<file path="config.mk">
export PLATFORM = sky130hd
export DESIGN_NAME = stop_mode_wake_controller
export DESIGN_NICKNAME = d
export VERILOG_FILES = /design/src/hw/stop_mode_wake_controller.v
export VERILOG_INCLUDE_DIRS = /design/src /design/src/shared
export SDC_FILE = /design/constraint.sdc
export NUM_CORES = 1
export LEC_CHECK = 0
export BUFFER_PORTS_ARGS = -buffer_cell sky130_fd_sc_hd__buf_2
export CORE_MARGIN = 2
export CORE_UTILIZATION = 59
export DETAILED_ROUTE_END_ITERATION = 6
export GPL_TIMING_DRIVEN = 0
export HOLD_SLACK_MARGIN = 0.15
export PLACE_DENSITY_LB_ADDON = 0.08
export RECOVER_POWER = 25
export SLEW_MARGIN = 30
export SYNTH_ARGS = -nofsm -noshare
export SYNTH_HDL_FRONTEND = slang
export SYNTH_SLANG_ARGS = --single-unit
</file>
<file path="constraint.sdc">
create_clock -name clk -period 10.5 [get_ports clk]
set_clock_uncertainty 0.15 [all_clocks]
set_input_delay 0 -clock clk [delete_from_list [all_inputs] [get_ports clk]]
set_output_delay 0 -clock clk [all_outputs]
set_load 0.005 [all_outputs]
</file>
<file path="src/shared/stop_wake_regs.vh">
`ifndef STOP_WAKE_REGS_VH
`define STOP_WAKE_REGS_VH

// ------------------------------------------------------------------
// Register byte offsets
// ------------------------------------------------------------------
`define PWR_CONTROL_OFS 6'h00
`define OSC_CONTROL_OFS 6'h04
`define AUTOGATE_OFS 6'h08
`define STATUS_OFS 6'h0C
`define WAKE_INT_POL_OFS 6'h10
`define WAKE_INT_RAW_OFS 6'h14
`define WAKE_INT_EN_OFS 6'h18
`define WAKE_INT_MASKED_OFS 6'h1C
`define WAKE_PIN_POL_OFS 6'h20
`define WAKE_PIN_RAW_OFS 6'h24
`define WAKE_PIN_EN_OFS 6'h28
`define WAKE_PIN_MASKED_OFS 6'h2C

// ------------------------------------------------------------------
// Power control fields and reset values
// ------------------------------------------------------------------
`define PC_STOP_BIT 0
`define PC_VSEL_BIT 1
`define PC_CKOVR_BIT 3
`define PC_CKLVL_BIT 4
`define PC_VLVL_BIT 5
`define PC_AUTOREL_BIT 7
`define PC_LOAD_BIT 8
`define PC_SREF_BIT 9
`define PC_WIDTH 10
`define PC_RESET 10'h000
`define PC_WMASK 10'h3BB
`define OSC_DIS_BIT 0
`define OSC_RESET 1'b0

// ------------------------------------------------------------------
// Timing counts
// ------------------------------------------------------------------
`define RESET_STRETCH_CYCLES 16
`define AUTOGATE_IDLE_CYCLES 16

`endif

</file>
<file path="src/hw/stop_mode_wake_controller.v">
// Local design decisions: the Avalon-MM slave port and the placing of the registers.
`timescale 1ns/10ps
`default_nettype none
`include "stop_wake_regs.vh"

module stop_mode_wake_controller #(
  parameter N_INT = 16,
  parameter N_PIN = 16,
  parameter N_PERIPH = 4,
  parameter IDLE_CYCLES = `AUTOGATE_IDLE_CYCLES,
  parameter IDLE_W = 8
) (
  input wire clk,
  input wire sys_rst,
  input wire [5:0] avs_address,
  input wire avs_read,
  input wire avs_write,
  input wire [31:0] avs_writedata,
  output reg [31:0] avs_readdata,
  output wire avs_waitrequest,
  input wire [N_INT-1:0] wake_int_src,
  input wire [N_PIN-1:0] wake_pin_src,
  input wire [N_PERIPH-1:0] periph_access,
  output wire [N_PERIPH-1:0] periph_clk_en,
  output reg system_clock_enable,
  output reg core_voltage_level_pin,
  output reg sdram_selfrefresh_request,
  output reg ext_clock_request_pin_out,
  output reg ext_clock_request_pin_oe,
  output reg main_oscillator_clock_enable,
  output reg internal_reset
);

  // ------------------------------------------------------------------
  // States
  // ------------------------------------------------------------------
  localparam [1:0] ST_RUN = 2'b01;
  localparam [1:0] ST_STOP = 2'b10;

  reg [1:0] state_reg;
  reg [1:0] state_next;
  reg [`PC_WIDTH-1:0] power_control_reg;
  reg osc_disable_reg;
  reg [N_PERIPH-1:0] autogate_disable_reg;
  reg [N_INT-1:0] wake_polarity_internal_set;
  reg [N_PIN-1:0] wake_polarity_pin_set;
  reg [N_INT-1:0] wake_raw_status_internal_set;
  reg [N_PIN-1:0] wake_raw_status_pin_set;
  reg [N_INT-1:0] wake_enable_internal_set;
  reg [N_PIN-1:0] wake_enable_pin_set;
  reg ack_reg;
  reg load_prev_reg;
  reg [4:0] stretch_reg;

  wire [N_INT-1:0] wake_masked_status_internal_set;
  wire [N_PIN-1:0] wake_masked_status_pin_set;
  wire [N_INT-1:0] int_event;
  wire [N_PIN-1:0] pin_event;
  wire wr_en;
  wire rd_en;
  wire stop_mode;
  wire wake_activated;
  wire stop_bit;

  // ------------------------------------------------------------------
  // Bus slave: each access waits one cycle, then completes.
  // ------------------------------------------------------------------
  assign avs_waitrequest = (avs_read | avs_write) & ~ack_reg;
  assign wr_en = avs_write & ack_reg;
  assign rd_en = avs_read & ~ack_reg;

  always @(posedge clk or posedge sys_rst) begin
    if (sys_rst) begin
      ack_reg <= 1'b0;
    end else begin
      ack_reg <= (avs_read | avs_write) & ~ack_reg;
    end
  end

  // ------------------------------------------------------------------
  // Wake source qualification
  // ------------------------------------------------------------------
  // Sources arrive from logic that keeps running without the base clock,
  // so each one is synchronised here before it can touch the latches.
  genvar gi;
  generate
    for (gi = 0; gi < N_INT + N_PIN; gi = gi + 1) begin : g_src
      reg s1_reg;
      reg s2_reg;
      reg s3_reg;
      reg stable_reg;
      wire src;
      wire pol;
      wire agree;
      if (gi < N_INT) begin : g_int
        assign src = wake_int_src[gi];
        assign pol = wake_polarity_internal_set[gi];
        assign int_event[gi] = agree & (s2_reg == pol) & (stable_reg != pol);
      end else begin : g_pin
        assign src = wake_pin_src[gi-N_INT];
        assign pol = wake_polarity_pin_set[gi-N_INT];
        assign pin_event[gi-N_INT] = agree & (s2_reg == pol) & (stable_reg != pol);
      end
      assign agree = (s2_reg == s3_reg) & (s2_reg != stable_reg);
      always @(posedge clk or posedge sys_rst) begin
        if (sys_rst) begin
          s1_reg <= 1'b0;
          s2_reg <= 1'b0;
          s3_reg <= 1'b0;
          stable_reg <= 1'b0;
        end else begin
          s1_reg <= src;
          s2_reg <= s1_reg;
          s3_reg <= s2_reg;
          if (agree) begin
            stable_reg <= s2_reg;
          end
        end
      end
    end
  endgenerate

  // ------------------------------------------------------------------
  // Wake latches and combination
  // ------------------------------------------------------------------
  assign wake_masked_status_internal_set =
    wake_raw_status_internal_set & wake_enable_internal_set;
  assign wake_masked_status_pin_set =
    wake_raw_status_pin_set & wake_enable_pin_set;
  // Events of this very cycle count too, so a wake that coincides with
  // the stop request still blocks entry.
  assign wake_activated =
    (|((wake_raw_status_internal_set | int_event) & wake_enable_internal_set))
    | (|((wake_raw_status_pin_set | pin_event) & wake_enable_pin_set));

  always @(posedge clk or posedge sys_rst) begin
    if (sys_rst) begin
      wake_raw_status_internal_set <= {N_INT{1'b0}};
      wake_raw_status_pin_set <= {N_PIN{1'b0}};
    end else begin
      // Clear by writing one; a new event in the same cycle wins.
      if (wr_en && avs_address == `WAKE_INT_RAW_OFS) begin
        wake_raw_status_internal_set <=
          (wake_raw_status_internal_set & ~avs_writedata[N_INT-1:0])
          | int_event;
      end else begin
        wake_raw_status_internal_set <= wake_raw_status_internal_set
          | int_event;
      end
      if (wr_en && avs_address == `WAKE_PIN_RAW_OFS) begin
        wake_raw_status_pin_set <=
          (wake_raw_status_pin_set & ~avs_writedata[N_PIN-1:0])
          | pin_event;
      end else begin
        wake_raw_status_pin_set <= wake_raw_status_pin_set | pin_event;
      end
    end
  end

  // ------------------------------------------------------------------
  // Configuration registers
  // ------------------------------------------------------------------
  always @(posedge clk or posedge sys_rst) begin
    if (sys_rst) begin
      osc_disable_reg <= `OSC_RESET;
      autogate_disable_reg <= {N_PERIPH{1'b0}};
      wake_polarity_internal_set <= {N_INT{1'b0}};
      wake_polarity_pin_set <= {N_PIN{1'b0}};
      wake_enable_internal_set <= {N_INT{1'b0}};
      wake_enable_pin_set <= {N_PIN{1'b0}};
    end else if (wr_en) begin
      case (avs_address)
        `OSC_CONTROL_OFS: begin
          osc_disable_reg <= avs_writedata[`OSC_DIS_BIT];
        end
        `AUTOGATE_OFS: begin
          autogate_disable_reg <= avs_writedata[N_PERIPH-1:0];
        end
        `WAKE_INT_POL_OFS: begin
          wake_polarity_internal_set <= avs_writedata[N_INT-1:0];
        end
        `WAKE_INT_EN_OFS: begin
          wake_enable_internal_set <= avs_writedata[N_INT-1:0];
        end
        `WAKE_PIN_POL_OFS: begin
          wake_polarity_pin_set <= avs_writedata[N_PIN-1:0];
        end
        `WAKE_PIN_EN_OFS: begin
          wake_enable_pin_set <= avs_writedata[N_PIN-1:0];
        end
        default: begin
          osc_disable_reg <= osc_disable_reg;
        end
      endcase
    end
  end

  // ------------------------------------------------------------------
  // Power control register and stop sequencing
  // ------------------------------------------------------------------
  assign stop_mode = state_reg[1];
  assign stop_bit = power_control_reg[`PC_STOP_BIT];

  always @* begin
    case (state_reg)
      ST_RUN: begin
        if (stop_bit && !wake_activated) begin
          state_next = ST_STOP;
        end else begin
          state_next = ST_RUN;
        end
      end
      ST_STOP: begin
        if (wake_activated) begin
          state_next = ST_RUN;
        end else begin
          state_next = ST_STOP;
        end
      end
      default: begin
        state_next = ST_RUN;
      end
    endcase
  end

  always @(posedge clk or posedge sys_rst) begin
    if (sys_rst) begin
      state_reg <= ST_RUN;
      power_control_reg <= `PC_RESET;
      load_prev_reg <= 1'b0;
    end else begin
      state_reg <= state_next;
      load_prev_reg <= power_control_reg[`PC_LOAD_BIT];
      if (wr_en && avs_address == `PWR_CONTROL_OFS) begin
        power_control_reg <= avs_writedata[`PC_WIDTH-1:0] & `PC_WMASK;
      end else if (stop_mode && wake_activated) begin
        power_control_reg[`PC_STOP_BIT] <= 1'b0;
      end
    end
  end

  // ------------------------------------------------------------------
  // Clock gate, core voltage and clock request pins
  // ------------------------------------------------------------------
  // The gate enable is a flop output, so a downstream latch-based cell
  // only ever sees it change away from the clock's active phase.
  always @(posedge clk or posedge sys_rst) begin
    if (sys_rst) begin
      system_clock_enable <= 1'b1;
      core_voltage_level_pin <= 1'b0;
      ext_clock_request_pin_out <= 1'b1;
      ext_clock_request_pin_oe <= 1'b1;
    end else begin
      system_clock_enable <= state_next[0];
      if (power_control_reg[`PC_VSEL_BIT]) begin
        core_voltage_level_pin <= power_control_reg[`PC_VLVL_BIT];
      end else begin
        core_voltage_level_pin <= state_next[1];
      end
      if (power_control_reg[`PC_CKOVR_BIT]) begin
        ext_clock_request_pin_out <= power_control_reg[`PC_CKLVL_BIT];
        ext_clock_request_pin_oe <= 1'b1;
      end else begin
        ext_clock_request_pin_out <= 1'b1;
        ext_clock_request_pin_oe <= ~state_next[1];
      end
    end
  end

  // ------------------------------------------------------------------
  // SDRAM self-refresh request
  // ------------------------------------------------------------------
  always @(posedge clk or posedge sys_rst) begin
    if (sys_rst) begin
      sdram_selfrefresh_request <= 1'b0;
    end else if (load_prev_reg && !power_control_reg[`PC_LOAD_BIT]) begin
      sdram_selfrefresh_request <= power_control_reg[`PC_SREF_BIT];
    end else if (stop_mode && wake_activated
                 && power_control_reg[`PC_AUTOREL_BIT]
                 && !power_control_reg[`PC_SREF_BIT]) begin
      sdram_selfrefresh_request <= 1'b0;
    end
  end

  // ------------------------------------------------------------------
  // Bus clock autogating
  // ------------------------------------------------------------------
  generate
    for (gi = 0; gi < N_PERIPH; gi = gi + 1) begin : g_auto
      reg [IDLE_W-1:0] idle_reg;
      reg on_reg;
      always @(posedge clk or posedge sys_rst) begin
        if (sys_rst) begin
          idle_reg <= {IDLE_W{1'b0}};
          on_reg <= 1'b0;
        end else if (periph_access[gi]) begin
          idle_reg <= {IDLE_W{1'b0}};
          on_reg <= 1'b1;
        end else if (on_reg) begin
          if (idle_reg == IDLE_CYCLES[IDLE_W-1:0] - 1'b1) begin
            on_reg <= 1'b0;
          end
          idle_reg <= idle_reg + 1'b1;
        end
      end
      // The access itself opens the clock combinationally, so the first
      // cycle of an access is never lost.
      assign periph_clk_en[gi] = autogate_disable_reg[gi] | on_reg
        | periph_access[gi];
    end
  endgenerate

  // ------------------------------------------------------------------
  // Oscillator gate and reset stretcher
  // ------------------------------------------------------------------
  always @(posedge clk or posedge sys_rst) begin
    if (sys_rst) begin
      main_oscillator_clock_enable <= 1'b0;
      internal_reset <= 1'b1;
      stretch_reg <= 5'h00;
    end else begin
      main_oscillator_clock_enable <= ~osc_disable_reg;
      if (stretch_reg == `RESET_STRETCH_CYCLES - 1) begin
        internal_reset <= 1'b0;
      end else begin
        stretch_reg <= stretch_reg + 5'h01;
      end
    end
  end

  // ------------------------------------------------------------------
  // Read data
  // ------------------------------------------------------------------
  always @(posedge clk or posedge sys_rst) begin
    if (sys_rst) begin
      avs_readdata <= 32'h00000000;
    end else if (rd_en) begin
      avs_readdata <= 32'h00000000;
      case (avs_address)
        `PWR_CONTROL_OFS: begin
          avs_readdata[`PC_WIDTH-1:0] <= power_control_reg;
        end
        `OSC_CONTROL_OFS: begin
          avs_readdata[0] <= osc_disable_reg;
        end
        `AUTOGATE_OFS: begin
          avs_readdata[N_PERIPH-1:0] <= autogate_disable_reg;
        end
        `STATUS_OFS: begin
          avs_readdata[2:0] <= {wake_activated, sdram_selfrefresh_request,
                                stop_mode};
        end
        `WAKE_INT_POL_OFS: begin
          avs_readdata[N_INT-1:0] <= wake_polarity_internal_set;
        end
        `WAKE_INT_RAW_OFS: begin
          avs_readdata[N_INT-1:0] <= wake_raw_status_internal_set;
        end
        `WAKE_INT_EN_OFS: begin
          avs_readdata[N_INT-1:0] <= wake_enable_internal_set;
        end
        `WAKE_INT_MASKED_OFS: begin
          avs_readdata[N_INT-1:0] <= wake_masked_status_internal_set;
        end
        `WAKE_PIN_POL_OFS: begin
          avs_readdata[N_PIN-1:0] <= wake_polarity_pin_set;
        end
        `WAKE_PIN_RAW_OFS: begin
          avs_readdata[N_PIN-1:0] <= wake_raw_status_pin_set;
        end
        `WAKE_PIN_EN_OFS: begin
          avs_readdata[N_PIN-1:0] <= wake_enable_pin_set;
        end
        `WAKE_PIN_MASKED_OFS: begin
          avs_readdata[N_PIN-1:0] <= wake_masked_status_pin_set;
        end
        default: begin
          avs_readdata <= 32'h00000000;
        end
      endcase
    end
  end

endmodule // stop_mode_wake_controller

`default_nettype wire

</file>
After elaboration in Yosys (flattened, before gate mapping)
Cells that the tools add are included.
{"block": "word_totals", "latch_bits": 0, "rom_bits": 0, "ff_bits": 305, "n_memories": 0, "ram_bits": 0, "wordCells": 495, "inputBits": 78, "out_inout_bits": 44}
{"block": "op_classes", "eq_ne": 146, "shifts": 0, "bitwise_logic": 123, "n_reduce_logical": 26, "addsub": 5, "multipliers": 0, "magnitude_cmp": 0, "n_mux": 37, "div": 0}
{"operator": "$and A1 B1 Y1", "n": 99}
{"operator": "$and A16 B16 Y16", "n": 6}
{"operator": "$eq A1 B1 Y1", "n": 64}
{"operator": "$mux W8", "n": 8}
{"operator": "$ne A1 B1 Y1", "n": 64}
{"operator": "$or A16 B16 Y16", "n": 4}
{"operator": "$pmux W6 S9", "n": 1}
{"operator": "$pmux W6 S8", "n": 1}
{"operator": "$add A8 B1 Y8 const B", "n": 4}
{"operator": "$eq A8 B4 Y1 const B", "n": 4}
{"operator": "$mux W16", "n": 2}
{"operator": "$reduce_or A16 Y1", "n": 2}
{"operator": "$eq A6 B5 Y1 const B", "n": 4}
{"operator": "$eq A6 B6 Y1 const B", "n": 4}
{"operator": "$pmux W2 S11", "n": 1}
{"operator": "$mux W1", "n": 19}
{"operator": "$not A16 Y16", "n": 1}
{"operator": "$eq A6 B4 Y1 const B", "n": 2}
{"operator": "$pmux W1 S12", "n": 1}
{"operator": "$reduce_and A2 Y1", "n": 6}
{"operator": "$reduce_bool A2 Y1", "n": 6}
{"operator": "$or A1 B1 Y1", "n": 10}
{"operator": "$pmux W1 S10", "n": 1}
{"operator": "$logic_and A1 B1 Y1", "n": 8}
{"operator": "10 further kinds", "n": 15}

Logic depth before layout (Yosys ltp)
Gate-level depths: netlist (run 1).
{"block": "logic_depth", "depth_word": 14, "ltp_mapped": 9, "ltp_nobuf": 6}

Least setup slack after synthesis (run 1)
OpenSTA, ideal clock, no wires.
{"block": "synth_path", "path_kind": "register to register", "startpoint": "reg g_src[6].s2_reg", "endpoint": "reg ext_clock_request_pin_oe", "stages_incl_launch_ff": 7, "setup_ps": 94, "setup_slack_ps": 8334, "n_path_buf": 0, "t_required_ps": 10256, "t_arrival_ps": 1922, "synth_period_minus_slack_ps": 2166, "path_cell_list": "dfrtp_1 -> and4b_1 -> o31ai_1 -> nand4_1 -> nor4_1 -> nand2_1 -> or4_1"}
{"block": "synth_via", "elab_chain_cells": 14, "word_cells_on_any_way": 17, "classes_between": "3 x eq/ne; 4 x mux; 7 x bitwise; 3 x reduce/logical"}
{"item": "start, declared", "line_no": "stop_mode_wake_controller.v:89", "source": "reg s2_reg;"}
{"item": "start signal, assigned", "line_no": "stop_mode_wake_controller.v:113", "source": "s2_reg <= s1_reg;"}
{"item": "$eq A1 B1 Y1 or $ne A1 B1 Y1 (tied branches)", "line_no": "stop_mode_wake_controller.v:104", "source": "assign agree = (s2_reg == s3_reg) & (s2_reg != stable_reg);"}
{"item": "$and A1 B1 Y1", "line_no": "stop_mode_wake_controller.v:104"}
{"item": "$and A1 B1 Y1 * (2 in a row)", "line_no": "stop_mode_wake_controller.v:98", "source": "assign int_event[gi] = agree & (s2_reg == pol) & (stable_reg != pol);"}
{"item": "$or A16 B16 Y16 *", "line_no": "stop_mode_wake_controller.v:133", "source": "(|((wake_raw_status_internal_set | int_event) & wake_enable_internal_set))"}
{"item": "$and A16 B16 Y16 *", "line_no": "stop_mode_wake_controller.v:133"}
{"item": "$reduce_or A16 Y1 *", "line_no": "stop_mode_wake_controller.v:133"}
{"item": "$or A1 B1 Y1 *", "line_no": "stop_mode_wake_controller.v:134", "source": "| (|((wake_raw_status_pin_set | pin_event) & wake_enable_pin_set));"}
{"item": "$logic_not A1 Y1", "line_no": "stop_mode_wake_controller.v:207", "source": "if (stop_bit && !wake_activated) begin"}
{"item": "$logic_and A1 B1 Y1", "line_no": "stop_mode_wake_controller.v:207"}
{"item": "$mux W2", "line_no": "stop_mode_wake_controller.v:207"}
{"item": "$pmux W2 S2 *", "line_no": "stop_mode_wake_controller.v:205", "source": "case (state_reg)"}
{"item": "$not A1 Y1 *", "line_no": "stop_mode_wake_controller.v:265", "source": "ext_clock_request_pin_oe <= ~state_next[1];"}
{"item": "$mux W1 *", "line_no": "stop_mode_wake_controller.v:260", "source": "if (power_control_reg[`PC_CKOVR_BIT]) begin"}
{"item": "end signal, assigned", "line_no": "stop_mode_wake_controller.v:265"}
{"item": "end, declared", "line_no": "stop_mode_wake_controller.v:29", "source": "output reg ext_clock_request_pin_oe,"}
Mark *: on every way between the ends. The rest lies on a longest branch, timed or not.
A chain may end at the register's enable or synchronous reset.

Worst setup path in the final report (run 1)
{"block": "layout_path", "startpoint": "reg g_src[2].s2_reg", "endpoint": "reg core_voltage_level_pin"}
{"block": "layout_via", "elab_chain_cells": 13, "word_cells_on_any_way": 16, "classes_between": "3 x eq/ne; 4 x mux; 6 x bitwise; 3 x reduce/logical"}
{"item": "start, declared", "line_no": "stop_mode_wake_controller.v:89"}
{"item": "start signal, assigned", "line_no": "stop_mode_wake_controller.v:113"}
{"item": "$eq A1 B1 Y1 or $ne A1 B1 Y1 (tied branches)", "line_no": "stop_mode_wake_controller.v:104"}
{"item": "$and A1 B1 Y1", "line_no": "stop_mode_wake_controller.v:104"}
{"item": "$and A1 B1 Y1 * (2 in a row)", "line_no": "stop_mode_wake_controller.v:98"}
{"item": "$or A16 B16 Y16 *", "line_no": "stop_mode_wake_controller.v:133"}
{"item": "$and A16 B16 Y16 *", "line_no": "stop_mode_wake_controller.v:133"}
{"item": "$reduce_or A16 Y1 *", "line_no": "stop_mode_wake_controller.v:133"}
{"item": "$or A1 B1 Y1 *", "line_no": "stop_mode_wake_controller.v:134"}
{"item": "$logic_not A1 Y1", "line_no": "stop_mode_wake_controller.v:207"}
{"item": "$logic_and A1 B1 Y1", "line_no": "stop_mode_wake_controller.v:207"}
{"item": "$mux W2", "line_no": "stop_mode_wake_controller.v:207"}
{"item": "$pmux W2 S2 *", "line_no": "stop_mode_wake_controller.v:205"}
{"item": "$mux W1 *", "line_no": "stop_mode_wake_controller.v:255", "source": "if (power_control_reg[`PC_VSEL_BIT]) begin"}
{"item": "end signal, assigned", "line_no": "stop_mode_wake_controller.v:256", "source": "core_voltage_level_pin <= power_control_reg[`PC_VLVL_BIT];"}
{"item": "end signal, assigned", "line_no": "stop_mode_wake_controller.v:258", "source": "core_voltage_level_pin <= state_next[1];"}
{"item": "end, declared", "line_no": "stop_mode_wake_controller.v:26", "source": "output reg core_voltage_level_pin,"}
Marked as above.

==> results of run 1 <==
repair_timing:
action / 4_1_cts / 5_1_grt
hold buffers: 105 / 0
setup buffers: 0 / 0
hold endpoints to repair: 493 / 0
setup endpoints to repair: 0 / 0
synthesized netlist by cell type, drive strengths merged (23+ instances only):
cell type | count | area share (%)
nor2 | 34 | 1.0
nand2 | 67 | 2.1
and4b | 32 | 2.6
dfrtp | 300 | 60
maj3 | 32 | 2.6
nand4 | 23 | 1.2
mux2 | 71 | 6.4
buf | 28 | 1.5
o31ai | 32 | 1.9
o2111ai | 32 | 2.2
a211o | 32 | 2.2
nor4b | 34 | 2.6
power breakdown:
group          total, W  switching [W]  internal, W
sequential      0.00130      0.0000586      0.00124
combinational  0.000210       0.000107     0.000103
clock           0.00111       0.000443     0.000669
metrics by stage:
stage                     cell area (sq um)  setup TNS (ns)  power [W]
final                                 15500               0    0.00262
after global routing                  15500               0    0.00272
after floorplan                       12600               0    0.00142
after CTS                             15500               0    0.00263
after detailed placement              13400               0    0.00149
after global placement                13300         -335.91    0.00148
layout by cell type (no fill, tap or decap), types with 30 or more instances in the layout:
cell / instances
dlygate4sd3_1: 105
buf_2: 89
maj3_1: 32
a211o_1: 32
and4b_1: 32
o31ai_1: 32
nand2_1: 64
nor2_1: 34
dfrtp_1: 300
clkbuf_1: 30
mux2_2: 71
nor4b_1: 32
clkbuf_16: 30
o2111ai_1: 32
routing by layer:
| metal | vias to the layer above | GRT usage (%) | share of wire [%] |
|---|---|---|---|
| li1 | 4053 | - | - |
| met1 | 4542 | 39.8 | 42 |
| met2 | 337 | 45.4 | 47 |
| met3 | 72 | 5.82 | 7.3 |
| met4 | 0 | 10.2 | 3.8 |
| met5 | - | 0 | 0 |
final timing paths:
check / cells after the start / to / slack, ns / start
max: 6 / core_voltage_level_pin$_DFF_PP0_ / 7.14 / g_src[2].s2_reg$_DFF_PP0_
min: 3 / wake_enable_internal_set[6]$_DFFE_PP0P_ / 0.14 / avs_writedata[6]
max reg2reg: 6 / core_voltage_level_pin$_DFF_PP0_ / 7.14 / g_src[2].s2_reg$_DFF_PP0_
min reg2reg: 0 / g_src[23].s2_reg$_DFF_PP0_ / 0.19 / g_src[23].s1_reg$_DFF_PP0_
max in group asynchronous: 5 / avs_readdata[15]$_DFFE_PP0P_ / 7.76 / sys_rst
min in group asynchronous: 4 / g_auto[3].idle_reg[1]$_DFFE_PP0P_ / 1.19 / sys_rst
cell families (layout without fill, tap and decap cells):
family,Yosys count,in the layout
DFF,304,304
and+or+nand+nor,246,246
AOI/OAI and AO/OA,183,183
muxes,78,78
buffers and inverters,58,304
adders and majority gates,40,40
xor gates and xnor gates,26,26
other,1,16
critical path: cells and delay by family, from the launching register on:
kind	cells	cell delay, ns
flops	1	0.41
compound gates	2	1.23
simple gates	4	1.40
layout make-up:
| type | count | area (sq um) | share of cell area (%) |
|---|---|---|---|
| multi-input cells | 589 | 4640 | 29.9 |
| flip-flops and latches | 304 | 7610 | 49.1 |
| clock buffers | 47 | 915 | 5.91 |
| clock inverters | 8 | 126 | 0.816 |
| repair buffers | 191 | 1550 | 9.99 |
| plain buffers | 50 | 275 | 1.78 |
| well taps | 275 | 344 | 2.22 |
| inverters | 8 | 31.3 | 0.202 |
==> results.py, run 1 <==
metrics = {
    "power": {
        "cellPowerDensity_nw_per_um2": 169,
        "peakVddDrop_uv": 144,
        "power.leakage_nw": 6.77,
    },
    "synthesis": {
        "synthMuxAreaShare_pct": 6.96,
        "synth_seq_cells": 304,
        "synthSimpleGateAreaFrac_pct": 12.7,
        "synth_edf_count": 0,
        "synth_top_flop_cell": "dfrtp_1",
        "avgSynthCellArea_sq_um": 13.4,
        "synthAdderAreaFrac_pct": 3.36,
        "postSynth.asyncResetShare_pct": 100,
        "synth_top_family_by_area": "simple AND/OR/NAND/NOR gates",
        "synth_cell_types": 58,
        "synth-xor-area-share_pct": 1.82,
        "ys_seq_area_share_pct": 60.9,
        "synth_warnings": 0,
        "synth_compound_area_share_pct": 11.7,
        "mappedNetlistArea_sq_um": 12500,
        "syn_inst": 936,
    },
    "drt": {
        "vias_per_cell": 6.12,
        "via_count": 9004,
        "drt_first_iter_violations": 716,
        "dr.pass1.iters": 7,
        "drt-total-wl_mm": 30.7,
        "ant_nets": 0,
        "drc": 2,
        "wl_per_cell_microns": 20.9,
    },
    "timing": {
        "slew_violations": 57,
        "whs_ns": 0.139,
        "rsz0062_at_grt": "false",
        "worst_slack_ns": 7.14,
        "relSlewSlack_pct": -82.1,
        "setup_viol": 0,
        "hold_violations": 0,
        "fin_crit_sh_pct": 32.0,
        "fmax_mhz": 298,
        "finalCriticalPeriod_ns": 3.36,
        "tightest_slew_ns": 2.72,
    },
    "setup_path": {
        "endpoint_kind": "flip-flop",
        "max_stage_delay_ns": 0.69,
        "startpoint_type": "flip-flop",
        "crit_path_cell_trace": "and4b_1, o31ai_1, nand4_1, nor4_1, nand2_1, o41ai_1",
        "arrival_ns": 3.58,
        "critical_path_class": "flip-flop to flip-flop",
        "path_max_fanout": 5,
        "cp.required_ns": 10.72,
        "slowest_stage": "o41ai_1",
    },
    "placed_design": {
        "routabilityCongestion": 0.866,
        "portBuffers": 83,
        "place_ws_ns": 7.40,
        "dp.cells": 1312,
        "dp_hpwl_mm": 19.2,
    },
    "floorplanning": {
        "boundaryPins": 122,
        "die_area_sq_um": 22400,
        "core-area_sq_um": 20900,
        "rows": 53,
        "fp.dieH_microns": 150,
        "initial_core_util_pct": 59.8,
        "die_x_microns": 150,
    },
    "outcome": {
        "failed_checks": "DRC, capacitance limit, slew limit",
        "outcome": "complete, but fails checks",
    },
    "clock_tree": {
        "clockRootBuffer": "clkbuf_16",
        "numCtsBuffers": 30,
        "clockBufferDepth": 3,
        "cts_sinks": 304,
        "clk_pin_slew_ns": 0.06,
        "postCtsResizedCells": 0,
        "insertion_delay_ns": 0.55,
        "htree_levels": 1,
        "cts_tree": "built",
    },
    "hold_path": {
        "hold_class": "input pin to flip-flop",
    },
    "finish": {
        "diodes": 0,
        "area_growth_pct": 23.9,
        "drive_gt1_share_pct": 20.8,
        "nets": 1260,
        "num-fill-cells": 1381,
        "final_cells": 1472,
        "fin_util_pct": 74.1,
    },
    "grt": {
        "grt_pass1_wl_mm": 49.6,
        "overflow": 0,
        "antenna_found_initial": 0,
        "grt_pass1_vias": 9172,
        "grt_usage_pct": 28.7,
        "grt_max_degree": 87,
    },
    "job": {
        "drv_cap": 1,
    },
}
Note: power is estimated with default switching activity, not from simulation.
==> inputs of run 2 (changes only) <==
--- a/config.mk
+++ b/config.mk
@@ -6,9 +6,10 @@
 export SDC_FILE = /design/constraint.sdc
 export NUM_CORES = 1
 export LEC_CHECK = 0
+export ABC_AREA = 1
 export BUFFER_PORTS_ARGS = -buffer_cell sky130_fd_sc_hd__buf_2
 export CORE_MARGIN = 2
-export CORE_UTILIZATION = 59
+export CORE_UTILIZATION = 53
 export DETAILED_ROUTE_END_ITERATION = 6
 export GPL_TIMING_DRIVEN = 0
 export HOLD_SLACK_MARGIN = 0.15
==> constraint.sdc (replaced) <==
create_clock -name clk -period 3.05 [get_ports clk]
set_clock_uncertainty 0.15 [all_clocks]
set_input_delay 0 -clock clk [delete_from_list [all_inputs] [get_ports clk]]
set_output_delay 0 -clock clk [all_outputs]
set_load 0.005 [all_outputs]
==> run 2 against run 1 <==
The flow now finishes without violations; register-to-register slack got worse by 6.6 ns; count of clock-buffer cells in the layout decreased by 3; die area increased by 15%; non-clock buffer count increased by 22; flip-flop and latch count unchanged; largest power group unchanged; via count increased by 22%; critical path depth increased by 5; largest cell class unchanged; final area increased by 6.9%.
==> results.py, run 2 <==
metrics = {
    "power": {
        "power.leakage_nw": 8.50,
        "total_power_w": 0.00954,
        "peakVddDrop_uv": 526,
        "internal_power_w": 0.00723,
        "switchingPower_w": 0.00231,
        "power_frac_clock_pct": 43.4,
        "seq_power_share_pct": 46.9,
        "switching_share_pct": 24.2,
        "p_comb_share_pct": 9.7,
        "cellPowerDensity_nw_per_um2": 576,
    },
    "finish": {
        "nets": 1833,
        "num-fill-cells": 1886,
        "regArea_sq_um": 7610,
        "drive_gt1_share_pct": 12.5,
        "final_common_cell": "nand2_1",
        "final_cells": 2096,
        "final_cell_mix": "nand2_1, dfrtp_1, inv_1",
        "multi_input_area_sq_um": 4320,
        "area_growth_pct": 27.3,
        "diodes": 0,
    },
    "drt": {
        "drt-met1-wl_mm": 14.7,
        "drc": 0,
        "wl_met3_mm": 2.25,
        "vias_per_cell": 5.25,
        "via_count": 11000,
        "drt-total-wl_mm": 34.5,
        "wl_met2_mm": 16.2,
        "ant_nets": 0,
        "wl_per_cell_microns": 16.5,
        "top_layer": "met4",
        "drt_first_iter_violations": 924,
        "dr.pass1.iters": 7,
    },
    "timing": {
        "setup_viol": 0,
        "hold_violations": 0,
        "relSlewSlack_pct": 31.6,
        "tightest_slew_ns": 1.02,
        "whs_ns": 0.176,
        "fmax_mhz": 359,
        "slew_violations": 0,
        "rsz0062_at_grt": "false",
        "fin_crit_sh_pct": 91.4,
        "worst_slack_ns": 0.263,
        "finalCriticalPeriod_ns": 2.79,
    },
    "synthesis": {
        "mappedNetlistArea_sq_um": 13000,
        "synth_cell_types": 43,
        "synth_top_cells_by_count": "nand2_1, dfrtp_1, inv_1",
        "synth.top_cell.area_share_pct": 57.7,
        "postSynth.asyncResetShare_pct": 100,
        "syn_inst": 1475,
        "synth_edf_count": 0,
        "ys_seq_area_share_pct": 58.5,
        "synth.most_common_cell": "nand2_1",
        "synth_top_flop_cell": "dfrtp_1",
        "avgSynthCellArea_sq_um": 8.82,
        "yosys.area.top_type": "dfrtp_1",
        "synth_warnings": 0,
        "synth_seq_cells": 304,
        "synth_area_leaders": "dfrtp_1, nand2_1, inv_1, o21ai_0, a21oi_1",
    },
    "placed_design": {
        "routabilityCongestion": 0.880,
        "portBuffers": 89,
        "dp_hpwl_mm": 23.1,
        "dp.cells": 1915,
        "place_ws_ns": 0.537,
    },
    "setup_path": {
        "path_depth": 11,
        "slowest_stage": "dlygate4sd3_1",
        "r2r_cells": 5,
        "crit_family": "buffers and inverters",
        "max_stage_delay_ns": 0.87,
        "cp.required_ns": 3.31,
        "critical_path_class": "input pin to flip-flop",
        "crit_path_cell_trace": "dlygate4sd3_1, buf_2, inv_2, nor2_4, dlygate4sd3_1, inv_2, nor2_4, inv_2, nor2_2, dlygate4sd3_1, a31oi_1",
        "startpoint_type": "input pin",
        "arrival_ns": 3.05,
        "endpoint_kind": "flip-flop",
        "critical_path_buf_inv_count": 7,
        "r2r_slack_ns": 0.53,
        "path_max_fanout": 6,
    },
    "floorplanning": {
        "initial_core_util_pct": 53.8,
        "rows": 57,
        "die_area_sq_um": 25800,
        "boundaryPins": 122,
        "die_x_microns": 161,
        "core-area_sq_um": 24200,
        "fp.dieH_microns": 161,
    },
    "grt": {
        "grt_pass1_wl_mm": 56.0,
        "antenna_found_initial": 0,
        "grt_max_degree": 32,
        "grt_usage_pct": 27.4,
        "grt_pass1_vias": 11000,
        "overflow": 0,
    },
    "clock_tree": {
        "cts_setup_buffers": 0,
        "clk_pin_slew_ns": 0.06,
        "insertion_delay_ns": 0.57,
        "cts_sinks": 304,
        "cts_tree": "built",
        "htree_levels": 1,
        "clockBufferDepth": 3,
        "clockRootBuffer": "clkbuf_16",
        "numCtsBuffers": 31,
    },
    "hold_path": {
        "hold_class": "input pin to flip-flop",
        "hold_depth": 4,
    },
    "job": {
        "drv_cap": 0,
    },
    "outcome": {
        "outcome": "finished clean",
    },
}
-- run 2: cell types whose count changed after synthesis, moves of 23 or more --
cell / before / now
a211o_1: 32 / 0
a21oi_1: 8 / 84
a31oi_1: 1 / 37
and4b_1: 32 / 0
inv_1: 7 / 223
maj3_1: 32 / 6
mux2_2: 71 / 0
nand2_1: 64 / 427
nand3_1: 8 / 31
nor4b_1: 32 / 0
o2111ai_1: 32 / 1
o21ai_0: 13 / 118
o21ai_1: 2 / 33
o31ai_1: 32 / 0
-- run 2: metrics by stage --
| stage | cell area [sq um] | util [%] | setup TNS, ns |
|---|---|---|---|
| after floorplan | 13100 | - | -342.14 |
| after global placement | 13900 | 57.6 | -874.27 |
| after detailed placement | 14200 | 58.7 | 0 |
| after CTS | 16600 | 68.5 | 0 |
| after global routing | 16600 | 68.5 | 0 |
| final | 16600 | 68.5 | 0 |
-- run 2: cell families after synthesis --
family	synth area share, %
fa+ha+maj	1.23
simple gates	17.0
compound gates	14.0
flops	58.5
buf+inv	8.73
other cells	0.0288
xor+xnor	0.471
-- run 2: area by class of cell --
type	count	area share (%)
buffer	39	1.47
clock buffer	44	5.64
clock inverter	14	1.24
inverter	238	5.40
multi-input combinational	909	26.1
sequential	304	46.0
tap	324	2.45
timing repair buffer	224	11.8
-- run 2: worst paths after layout --
path	start	end
max reg2reg	ack_reg$_DFF_PP0_	avs_readdata[6]$_DFFE_PP0P_
max in group asynchronous	sys_rst	g_auto[2].idle_reg[7]$_DFFE_PP0P_
min in group asynchronous	sys_rst	g_src[12].s2_reg$_DFF_PP0_
max	avs_address[4]	wake_raw_status_internal_set[15]$_DFF_PP0_
min reg2reg	g_src[1].s1_reg$_DFF_PP0_	g_src[1].s2_reg$_DFF_PP0_
min	avs_writedata[10]	wake_polarity_internal_set[10]$_DFFE_PP0P_
-- run 2: power by group through the flow --
stage	sequential, W	combinational (W)	clock [W]
finish	0.00448	0.000928	0.00414
CTS	0.00447	0.000926	0.00421
detailed placement	0.00455	0.000802	0
floorplan	0.00450	0.000514	0
global placement	0.00454	0.000731	0
global route	0.00451	0.00105	0.00437
-- run 2: timing repair --
item | 4_1_cts | 5_1_grt
gates resized for setup | 0 | 0
hold buffers | 123 | 0
hold endpoints to repair | 414 | 0
-- run 2: per-layer routing --
metal / vias to the layer above / track usage (%)
li1: 5276 / -
met1: 5293 / 37.1
met2: 359 / 45.2
met3: 85 / 4.36
met4: 0 / 9.99
met5: - / 0
-- run 2: worst register-to-register path, delay by kind of cell (launching register included) --
kind / cells / cell delay, ns
buffers and inverters: 2 / 0.85
AND/OR/NAND/NOR: 2 / 0.92
AO/OA/AOI/OAI: 1 / 0.08
flip-flops: 1 / 0.39
